**config.mk**
```make
export PLATFORM = sky130hd
export DESIGN_NAME = fpc_top
export DESIGN_NICKNAME = d
export VERILOG_FILES = /design/src/fpc_pkg.sv /design/src/fpc_strobe.sv /design/src/fpc_top.sv
export VERILOG_INCLUDE_DIRS = /design/src /design/src/src
export SDC_FILE = /design/constraint.sdc
export NUM_CORES = 1
export LEC_CHECK = 0
export BUFFER_PORTS_ARGS = -buffer_cell sky130_fd_sc_hd__clkbuf_2
export CELL_PAD_IN_SITES_DETAIL_PLACEMENT = 1
export CELL_PAD_IN_SITES_GLOBAL_PLACEMENT = 1
export CORE_ASPECT_RATIO = 2
export CORE_UTILIZATION = 39
export DETAILED_ROUTE_END_ITERATION = 10
export PLACE_DENSITY_LB_ADDON = 0.1
export SYNTH_ARGS = -nofsm -noshare
export SYNTH_HDL_FRONTEND = slang
export SYNTH_SLANG_ARGS = --single-unit
export TNS_END_PERCENT = 20
```
**constraint.sdc**
```tcl
create_clock -name pclk -period 2.1 [get_ports pclk]
set_input_delay 0.315 -clock pclk [delete_from_list [all_inputs] [get_ports pclk]]
set_output_delay 0.315 -clock pclk [all_outputs]
set_load 0.1 [all_outputs]
```
**src/fpc_cfg.svh**
```systemverilog
// Constants for the flash protection and power controller
`ifndef FPC_CFG_SVH
`define FPC_CFG_SVH
// Register word offsets (byte addresses)
`define FPC_REG_CTRL 12'h000
`define FPC_REG_ADDR 12'h004
`define FPC_REG_DATA 12'h008
`define FPC_REG_STAT 12'h00C
`define FPC_REG_RDAT 12'h010
// Control fields
`define FPC_CTRL_GO 0
`define FPC_CTRL_PDN 1
`define FPC_CTRL_OP_LO 4
`define FPC_CTRL_OP_HI 6
// Operations
`define FPC_OP_PROT_PROG 3'h0
`define FPC_OP_READ_CFG 3'h1
`define FPC_OP_READ_ARRAY 3'h2
`define FPC_OP_READ_STAT 3'h3
`define FPC_OP_READ 3'h4
`define FPC_OP_LOCK_USER 3'h5
// Flash command codes
`define FPC_CMD_PROT_SETUP 16'h00C0
`define FPC_CMD_READ_CFG 16'h0090
`define FPC_CMD_READ_ARRAY 16'h00FF
`define FPC_CMD_READ_STAT 16'h0070
`define FPC_CMD_CLR_STAT 16'h0050
`define FPC_LOCK_VALUE 16'hFFFD
// Lock word address (parameter-like default)
`define FPC_LOCK_ADDR 21'h000080
// Status bits of the flash
`define FPC_SR_READY 7
`define FPC_SR_PROG_ERR 4
`define FPC_SR_SUPPLY_ERR 3
`define FPC_SR_LOCK_ERR 1
// Bus strobe timing in clocks of 100 ns
`define FPC_CLK_NS 100
`define FPC_STROBE_NS 100
`define FPC_STROBE_CYC ((`FPC_STROBE_NS+`FPC_CLK_NS-1)/`FPC_CLK_NS)
// Recovery after power-down release (reads, writes)
`define FPC_REC_RD_NS 200
`define FPC_REC_WR_NS 300
`define FPC_REC_RD_CYC ((`FPC_REC_RD_NS+`FPC_CLK_NS-1)/`FPC_CLK_NS)
`define FPC_REC_WR_CYC ((`FPC_REC_WR_NS+`FPC_CLK_NS-1)/`FPC_CLK_NS)
`define FPC_CNT_W 4
`endif

```
**src/fpc_pkg.sv**
```systemverilog
// Types for the flash protection and power controller
package fpc_pkg;
	typedef enum logic [8:0] {
		FPC_IDLE = 9'h001,
		FPC_WR1 = 9'h002,
		FPC_GAP1 = 9'h004,
		FPC_WR2 = 9'h008,
		FPC_GAP2 = 9'h010,
		FPC_POLL = 9'h020,
		FPC_RD = 9'h040,
		FPC_PDN = 9'h080,
		FPC_REC = 9'h100
	} fpc_state_e;
	typedef logic [3:0] fpc_cnt_t;
endpackage

```
**src/fpc_strobe.sv**
```systemverilog
// Bus strobe timer for flash write and read cycles
`timescale 1ns/1ns
`include "fpc_cfg.svh"
module fpc_strobe
	import fpc_pkg::*;
(
	// Clock and reset
	input wire logic pclk,
	input wire logic presetn,
	// Control
	input wire logic start,
	input wire logic [`FPC_CNT_W-1:0] len,
	output logic busy,
	output logic done
);
	// ------------------------------------------------------------
	// Counter
	// ------------------------------------------------------------
	fpc_cnt_t cnt_q, cnt_d;
	logic done_q, done_d;

	// Next count
	always_comb begin
		cnt_d = cnt_q;
		done_d = 1'b0;
		if (start) begin
			cnt_d = len;
		end else if (cnt_q != 4'h0) begin
			cnt_d = cnt_q - 4'h1;
			done_d = (cnt_q == 4'h1);
		end
	end

	// Register count
	always_ff @(posedge pclk or negedge presetn) begin
		if (!presetn) begin
			cnt_q <= 4'h0;
			done_q <= 1'b0;
		end else begin
			cnt_q <= cnt_d;
			done_q <= done_d;
		end
	end

	assign busy = (cnt_q != 4'h0);
	assign done = done_q;
endmodule

```
**src/fpc_top.sv**
```systemverilog
// Host controller driving a parallel flash's protection and power pins
//
// Chosen here: the APB register port and the register offsets.
`timescale 1ns/1ns
`include "fpc_cfg.svh"
module fpc_top
	import fpc_pkg::*;
(
	// APB slave
	input wire logic pclk,
	input wire logic presetn,
	input wire logic psel,
	input wire logic penable,
	input wire logic pwrite,
	input wire logic [11:0] paddr,
	input wire logic [31:0] pwdata,
	output logic [31:0] prdata,
	output logic pready,
	output logic pslverr,
	// Flash pins
	output logic [20:0] flash_addr,
	output logic [15:0] flash_dq_out,
	output logic flash_dq_oe,
	input wire logic [15:0] flash_dq_in,
	output logic flash_ce_n,
	output logic flash_oe_n,
	output logic flash_we_n,
	output logic powerdown_reset_n
);
	// ------------------------------------------------------------
	// Registers and state
	// ------------------------------------------------------------
	fpc_state_e st_q, st_d;
	logic [2:0] op_q, op_d;
	logic pdn_q, pdn_d;
	logic [20:0] addr_q, addr_d;
	logic [15:0] data_q, data_d;
	logic [15:0] rdat_q, rdat_d;
	logic [7:0] sr_q, sr_d;
	logic done_q, done_d;
	logic [20:0] fa_q, fa_d;
	logic [15:0] fdo_q, fdo_d;
	logic foe_q, foe_d, ce_n_q, ce_n_d, oe_n_q, oe_n_d;
	logic we_n_q, we_n_d, rp_n_q, rp_n_d;
	logic [31:0] prdata_q, prdata_d;
	logic pready_q, pready_d, pslverr_q, pslverr_d;
	logic [`FPC_CNT_W-1:0] rec_q, rec_d;
	logic stb_start;
	logic [`FPC_CNT_W-1:0] stb_len;
	logic stb_busy, stb_done;
	logic acc, wr_go, wr_pdn;

	// Strobe timer
	fpc_strobe u_strobe (
		.pclk(pclk),
		.presetn(presetn),
		.start(stb_start),
		.len(stb_len),
		.busy(stb_busy),
		.done(stb_done)
	);

	assign acc = psel && penable && !pready_q;
	assign wr_go = acc && pwrite && (paddr == `FPC_REG_CTRL)
		&& pwdata[`FPC_CTRL_GO];
	assign wr_pdn = acc && pwrite && (paddr == `FPC_REG_CTRL);

	// ------------------------------------------------------------
	// APB slave, one wait state
	// ------------------------------------------------------------
	always_comb begin
		pready_d = acc;
		pslverr_d = 1'b0;
		prdata_d = 32'h0000_0000;
		addr_d = addr_q;
		data_d = data_q;
		if (acc) begin
			case (paddr)
				`FPC_REG_CTRL: prdata_d = {25'h0, op_q, 3'h0, pdn_q};
				`FPC_REG_ADDR: begin
					prdata_d = {11'h0, addr_q};
					if (pwrite) addr_d = pwdata[20:0];
				end
				`FPC_REG_DATA: begin
					prdata_d = {16'h0, data_q};
					if (pwrite) data_d = pwdata[15:0];
				end
				`FPC_REG_STAT: prdata_d = {st_q == FPC_IDLE,
					done_q, 22'h0, sr_q};
				`FPC_REG_RDAT: prdata_d = {16'h0, rdat_q};
				default: pslverr_d = 1'b1;
			endcase
		end
	end

	// ------------------------------------------------------------
	// Flash sequencer
	// ------------------------------------------------------------
	always_comb begin
		st_d = st_q;
		op_d = op_q;
		pdn_d = pdn_q;
		rdat_d = rdat_q;
		sr_d = sr_q;
		done_d = done_q;
		fa_d = fa_q;
		fdo_d = fdo_q;
		foe_d = foe_q;
		ce_n_d = ce_n_q;
		oe_n_d = oe_n_q;
		we_n_d = we_n_q;
		rp_n_d = rp_n_q;
		rec_d = rec_q;
		stb_start = 1'b0;
		stb_len = fpc_cnt_t'(`FPC_STROBE_CYC);
		if (wr_pdn) pdn_d = pwdata[`FPC_CTRL_PDN];
		if (wr_go) done_d = 1'b0;
		case (st_q)
			FPC_IDLE: begin
				ce_n_d = 1'b1;
				if (pdn_q) begin
					rp_n_d = 1'b0;
					sr_d = 8'h00;
					st_d = FPC_PDN;
				end else if (wr_go) begin
					op_d = pwdata[`FPC_CTRL_OP_HI:`FPC_CTRL_OP_LO];
					fa_d = addr_q;
					ce_n_d = 1'b0;
					foe_d = 1'b1;
					stb_start = 1'b1;
					case (pwdata[`FPC_CTRL_OP_HI:`FPC_CTRL_OP_LO])
						`FPC_OP_PROT_PROG, `FPC_OP_LOCK_USER: begin
							fdo_d = `FPC_CMD_PROT_SETUP;
							we_n_d = 1'b0;
							st_d = FPC_WR1;
						end
						`FPC_OP_READ_CFG: begin
							fdo_d = `FPC_CMD_READ_CFG;
							we_n_d = 1'b0;
							st_d = FPC_WR2;
						end
						`FPC_OP_READ_ARRAY: begin
							fdo_d = `FPC_CMD_READ_ARRAY;
							we_n_d = 1'b0;
							st_d = FPC_WR2;
						end
						`FPC_OP_READ_STAT: begin
							fdo_d = `FPC_CMD_READ_STAT;
							we_n_d = 1'b0;
							st_d = FPC_WR2;
						end
						default: begin
							foe_d = 1'b0;
							oe_n_d = 1'b0;
							st_d = FPC_RD;
						end
					endcase
				end
			end
			FPC_WR1: if (stb_done) begin
				we_n_d = 1'b1;
				st_d = FPC_GAP1;
			end
			FPC_GAP1: begin
				// Second write carries the target word
				if (op_q == `FPC_OP_LOCK_USER) begin
					fa_d = `FPC_LOCK_ADDR;
					fdo_d = `FPC_LOCK_VALUE;
				end else begin
					fdo_d = data_q;
				end
				we_n_d = 1'b0;
				stb_start = 1'b1;
				st_d = FPC_WR2;
			end
			FPC_WR2: if (stb_done) begin
				we_n_d = 1'b1;
				st_d = FPC_GAP2;
			end
			FPC_GAP2: begin
				foe_d = 1'b0;
				if (op_q == `FPC_OP_PROT_PROG
					|| op_q == `FPC_OP_LOCK_USER) begin
					oe_n_d = 1'b0;
					stb_start = 1'b1;
					st_d = FPC_POLL;
				end else begin
					done_d = 1'b1;
					st_d = FPC_IDLE;
				end
			end
			FPC_POLL: if (stb_done) begin
				if (flash_dq_in[`FPC_SR_READY]) begin
					// Errors
					sr_d = flash_dq_in[7:0];
					oe_n_d = 1'b1;
					done_d = 1'b1;
					st_d = FPC_IDLE;
				end else begin
					stb_start = 1'b1;
				end
			end
			FPC_RD: if (stb_done) begin
				rdat_d = flash_dq_in;
				oe_n_d = 1'b1;
				done_d = 1'b1;
				st_d = FPC_IDLE;
			end
			FPC_PDN: begin
				ce_n_d = 1'b1;
				if (!pdn_q) begin
					rp_n_d = 1'b1;
					rec_d = fpc_cnt_t'(`FPC_REC_WR_CYC);
					st_d = FPC_REC;
				end
			end
			FPC_REC: begin
				// Flash released; no access until the count runs out
				rp_n_d = 1'b1;
				if (rec_q != 4'h0) rec_d = rec_q - 4'h1;
				else st_d = FPC_IDLE;
			end
			default: st_d = FPC_IDLE;
		endcase
	end

	// Register everything
	always_ff @(posedge pclk or negedge presetn) begin
		if (!presetn) begin
			st_q <= FPC_REC; // Wake through recovery after reset
			op_q <= 3'h0;
			pdn_q <= 1'b0;
			addr_q <= 21'h000000;
			data_q <= 16'h0000;
			rdat_q <= 16'h0000;
			sr_q <= 8'h00;
			done_q <= 1'b0;
			fa_q <= 21'h000000;
			fdo_q <= 16'h0000;
			foe_q <= 1'b0;
			ce_n_q <= 1'b1;
			oe_n_q <= 1'b1;
			we_n_q <= 1'b1;
			rp_n_q <= 1'b0;
			rec_q <= fpc_cnt_t'(`FPC_REC_WR_CYC);
			prdata_q <= 32'h0000_0000;
			pready_q <= 1'b0;
			pslverr_q <= 1'b0;
		end else begin
			st_q <= st_d;
			op_q <= op_d;
			pdn_q <= pdn_d;
			addr_q <= addr_d;
			data_q <= data_d;
			rdat_q <= rdat_d;
			sr_q <= sr_d;
			done_q <= done_d;
			fa_q <= fa_d;
			fdo_q <= fdo_d;
			foe_q <= foe_d;
			ce_n_q <= ce_n_d;
			oe_n_q <= oe_n_d;
			we_n_q <= we_n_d;
			rp_n_q <= rp_n_d;
			rec_q <= rec_d;
			prdata_q <= prdata_d;
			pready_q <= pready_d;
			pslverr_q <= pslverr_d;
		end
	end

	// Outputs straight from flops
	assign prdata = prdata_q;
	assign pready = pready_q;
	assign pslverr = pslverr_q;
	assign flash_addr = fa_q;
	assign flash_dq_out = fdo_q;
	assign flash_dq_oe = foe_q;
	assign flash_ce_n = ce_n_q;
	assign flash_oe_n = oe_n_q;
	assign flash_we_n = we_n_q;
	assign powerdown_reset_n = rp_n_q;
endmodule

```
==> out/results.tsv <==
stage	metric	value	unit
timing	finalHoldViolCount	0	
timing	holdWs	76.9	ps
pwr	power_leakage	4.25	nW
route	wl_met3	611	um
route	m1WireLength	7.59	mm
placed_design	dp_hpwl	15.8	mm
worst_setup_path	rr_worst_depth	5	
yosys	syn_inst	578	
die	die_w	94.7	um
grt	grt_max_degree	50	
grt	grt_pass1_vias	5937	
placed_design	globalplace.congestion	0.871	
pwr	pwr-share-seq	40.7	%
finish	antenna_cells	0	
route	drtIter0Drc	250	
yosys	ys_ff_latch	151	
yosys	synthArstFlopShare	100	%
worst_setup_path	r2r-start	st_q[3]	
route	ant_nets	0	
route	wirelength	21.0	mm
pwr	p_sw	0.00221	W
yosys	avgSynthCellArea	11.6	um2
worst_setup_path	startpoint	st_q[3]	
finish	fin_util	52.0	%
finish	design_area	8710	um2
run_status	status	completed	
placed_design	dpl_cell_area	7980	um2
finish	layout.nets	828	
timing	period_minus_slack	2010	ps
cts	cts_max_level	4	
pwr	p_int	0.00534	W
finish	drive_gt1_share	41.3	%
cts	cts_tree	done	
route	wire_per_inst	21.5	um
worst_setup_path	critPathLaunchType	register	
pwr	p_clk_share	41.0	%
worst_setup_path	end_kind	register	
die	die_h	187	um
worst_setup_path	cp.required	2410	ps
timing	skew	10.9	ps
pwr	p_comb_share	18.3	%
placed_design	io_buffers	120	
worst_setup_path	r2r-end	rec_q[2]	
route	num_vias	5381	
worst_setup_path	cp.arrival	2320	ps
pwr	switching_share	29.3	%
worst_hold_path	hp-start	flash_dq_in[12]	
pwr	peakVddDrop	536	uV
yosys	synth_edf_count	0	
die	io_pins	141	
die	rows	67	
grt	antenna_found_initial	0	
timing	tns	0	ps
timing	rsz0062_at_grt	yes	
timing	slew_viol_final	0	
timing	period_share	95.5	%
worst_setup_path	r2r_slack	90	ps
finish	syn_to_final_growth	30.0	%
worst_hold_path	hp-class	in -> reg	
cts	cts_root_buf	clkbuf_16	
worst_setup_path	crit_type	reg -> reg	
worst_setup_path	cp_max_fo	4	
yosys	ys_seq_area_share	56.5	%
cts	clock_sinks	151	
yosys	ys_types	63	
grt	grtUsageTotal	25.4	%
yosys	syn_area	6700	um2
grt	overflow	0	
route	highest_layer	met4	
timing	slew_headroom	62.3	%
die	start_util	40.0	%
grt	grt_pass1_wl	33.3	mm
timing	fmax	499	MHz
job	maxCapViolations	0	
route	drcViolationCount	0	
worst_setup_path	cp-endpoint	rec_q[2]	
cts	cts_max_path_buffers	2	
cts	path_clk_slew	70	ps
yosys	synth_warnings	0	
cts	clk_latency	430	ps
finish	fillers	1852	
die	coreArea	16800	um2
cts	cts_buffers	17	
route	drtPass1Iterations	6	
die	die_area	17700	um2
timing	setup_viol	0	
route	vias_per_cell	5.50	
pwr	power.density	867	nW/um2
yosys	synth_ff_type	dfrtp_1	
route	route.met2.wl	12.0	mm
timing	tightest_slew	567	ps
-- cell usage in the layout, fill, tap and decap left out, drive strengths merged, types with 5 or more instances in the layout --
cell	Yosys	routed
inv	17	19
o2bb2ai	10	10
o21ai	13	13
nand4	11	11
nand3	14	14
a222oi	15	15
dfrtp	145	145
nand2b	5	5
a22o	29	29
nor4	7	7
conb	1	9
nor2	44	44
mux2	51	51
clkinvlp	0	5
a21oi	12	12
and3	10	10
nand2	61	61
mux2i	9	9
nor3	16	16
clkbuf	18	138
buf	23	75
dfstp	6	6
-- state kept, by name, indices dropped and copies added, names as in the netlist, 3 cells and up --
signal	flops
st_q	9
flash_dq_out	16
u_strobe.cnt_q	4
addr_q	21
rdat_q	16
data_q	16
rec_q	4
op_q	3
prdata	23
sr_q	8
flash_addr	21
-- cells by family after synthesis --
kind of cell             after synthesis  share of synthesized area, %
multiplexers                          60                          9.91
adder cells (fa/ha/maj)                4                         0.747
AND/OR/NAND/NOR                      195                          15.5
XOR/XNOR                               5                         0.653
flip-flops                           151                          56.5
other                                  1                        0.0559
buffers and inverters                 58                          4.29
AO/OA/AOI/OAI                        104                          12.3
-- metal layers --
layer / GRT usage, % / vias to the layer above
li1: - / 2437
met3: 4.47 / 44
met2: 46.8 / 130
met5: 0 / -
met1: 26.9 / 2770
met4: 12.2 / 0
-- power by group through the flow --
| stage | registers, W | logic [W] | clock network, W |
|---|---|---|---|
| after floorplan | 0.00324 | 0.000670 | 0 |
| after global placement | 0.00312 | 0.00127 | 0 |
| after CTS | 0.00308 | 0.00134 | 0.00315 |
| after global routing | 0.00309 | 0.00149 | 0.00328 |
| after detailed placement | 0.00313 | 0.00131 | 0 |
| final | 0.00308 | 0.00138 | 0.00309 |
-- worst max-delay path: stages (launching register included) --
cell	delay, ps
dfrtp_1	380
or4_4	560
or4_1	540
nand2_1	130
nand2_2	90
a21o_1	190
-- how the worst min path moves through the flow --
stage	to	depth (start not counted)
finish	rdat_q[12]	3
CTS	rdat_q[12]	3
global route	rdat_q[10]	3
detailed placement	u_strobe.cnt_q[3]	1
global placement	u_strobe.cnt_q[3]	1
floorplan	addr_q[0]	0
-- synth_stat cells, types with 5 or more instances --
| cell type | number | area [um2] |
|---|---|---|
| a21oi_1 | 12 | 60.1 |
| a222oi_1 | 15 | 150 |
| a22o_1 | 29 | 254 |
| and3_1 | 10 | 62.6 |
| buf_2 | 8 | 40.0 |
| buf_4 | 12 | 90.1 |
| clkbuf_1 | 18 | 67.6 |
| dfrtp_1 | 145 | 3630 |
| dfstp_2 | 6 | 158 |
| inv_1 | 17 | 63.8 |
| mux2_2 | 51 | 574 |
| mux2i_1 | 9 | 90.1 |
| nand2_1 | 61 | 229 |
| nand2b_1 | 5 | 31.3 |
| nand3_1 | 13 | 65.1 |
| nand4_1 | 10 | 62.6 |
| nor2_1 | 44 | 165 |
| nor3_1 | 14 | 70.1 |
| o21ai_0 | 13 | 65.1 |
| o2bb2ai_1 | 10 | 87.6 |
-- stage by stage --
stage,power [W],worst slack (ps),cells
3_3_place_gp,0.00440,-98.2,941
5_1_grt,0.00786,-35.4,979
3_5_place_dp,0.00444,-120,941
6_report,0.00755,94.6,979
2_1_floorplan,0.00391,-28.2,586
4_1_cts,0.00757,-0.556,974
-- what timing repair did --
action	CTS	global route
hold buffers	1	0
buffers inserted	0	5
resized for setup	3	16
endpoints found under the setup margin	9	48
pin swaps	1	5
endpoints found under the hold margin	42	0
-- final cells by class --
cell class	count	area, um2	share of cell area (%)
multi-input cells	377	2770	31.8
well taps	207	259	2.97
flip-flops and latches	151	3790	43.5
repair buffers	195	1220	14.1
clock inverters	13	146	1.68
clock buffers	19	453	5.20
inverters	17	63.8	0.733
Note: power is estimated with default switching activity, not from simulation.
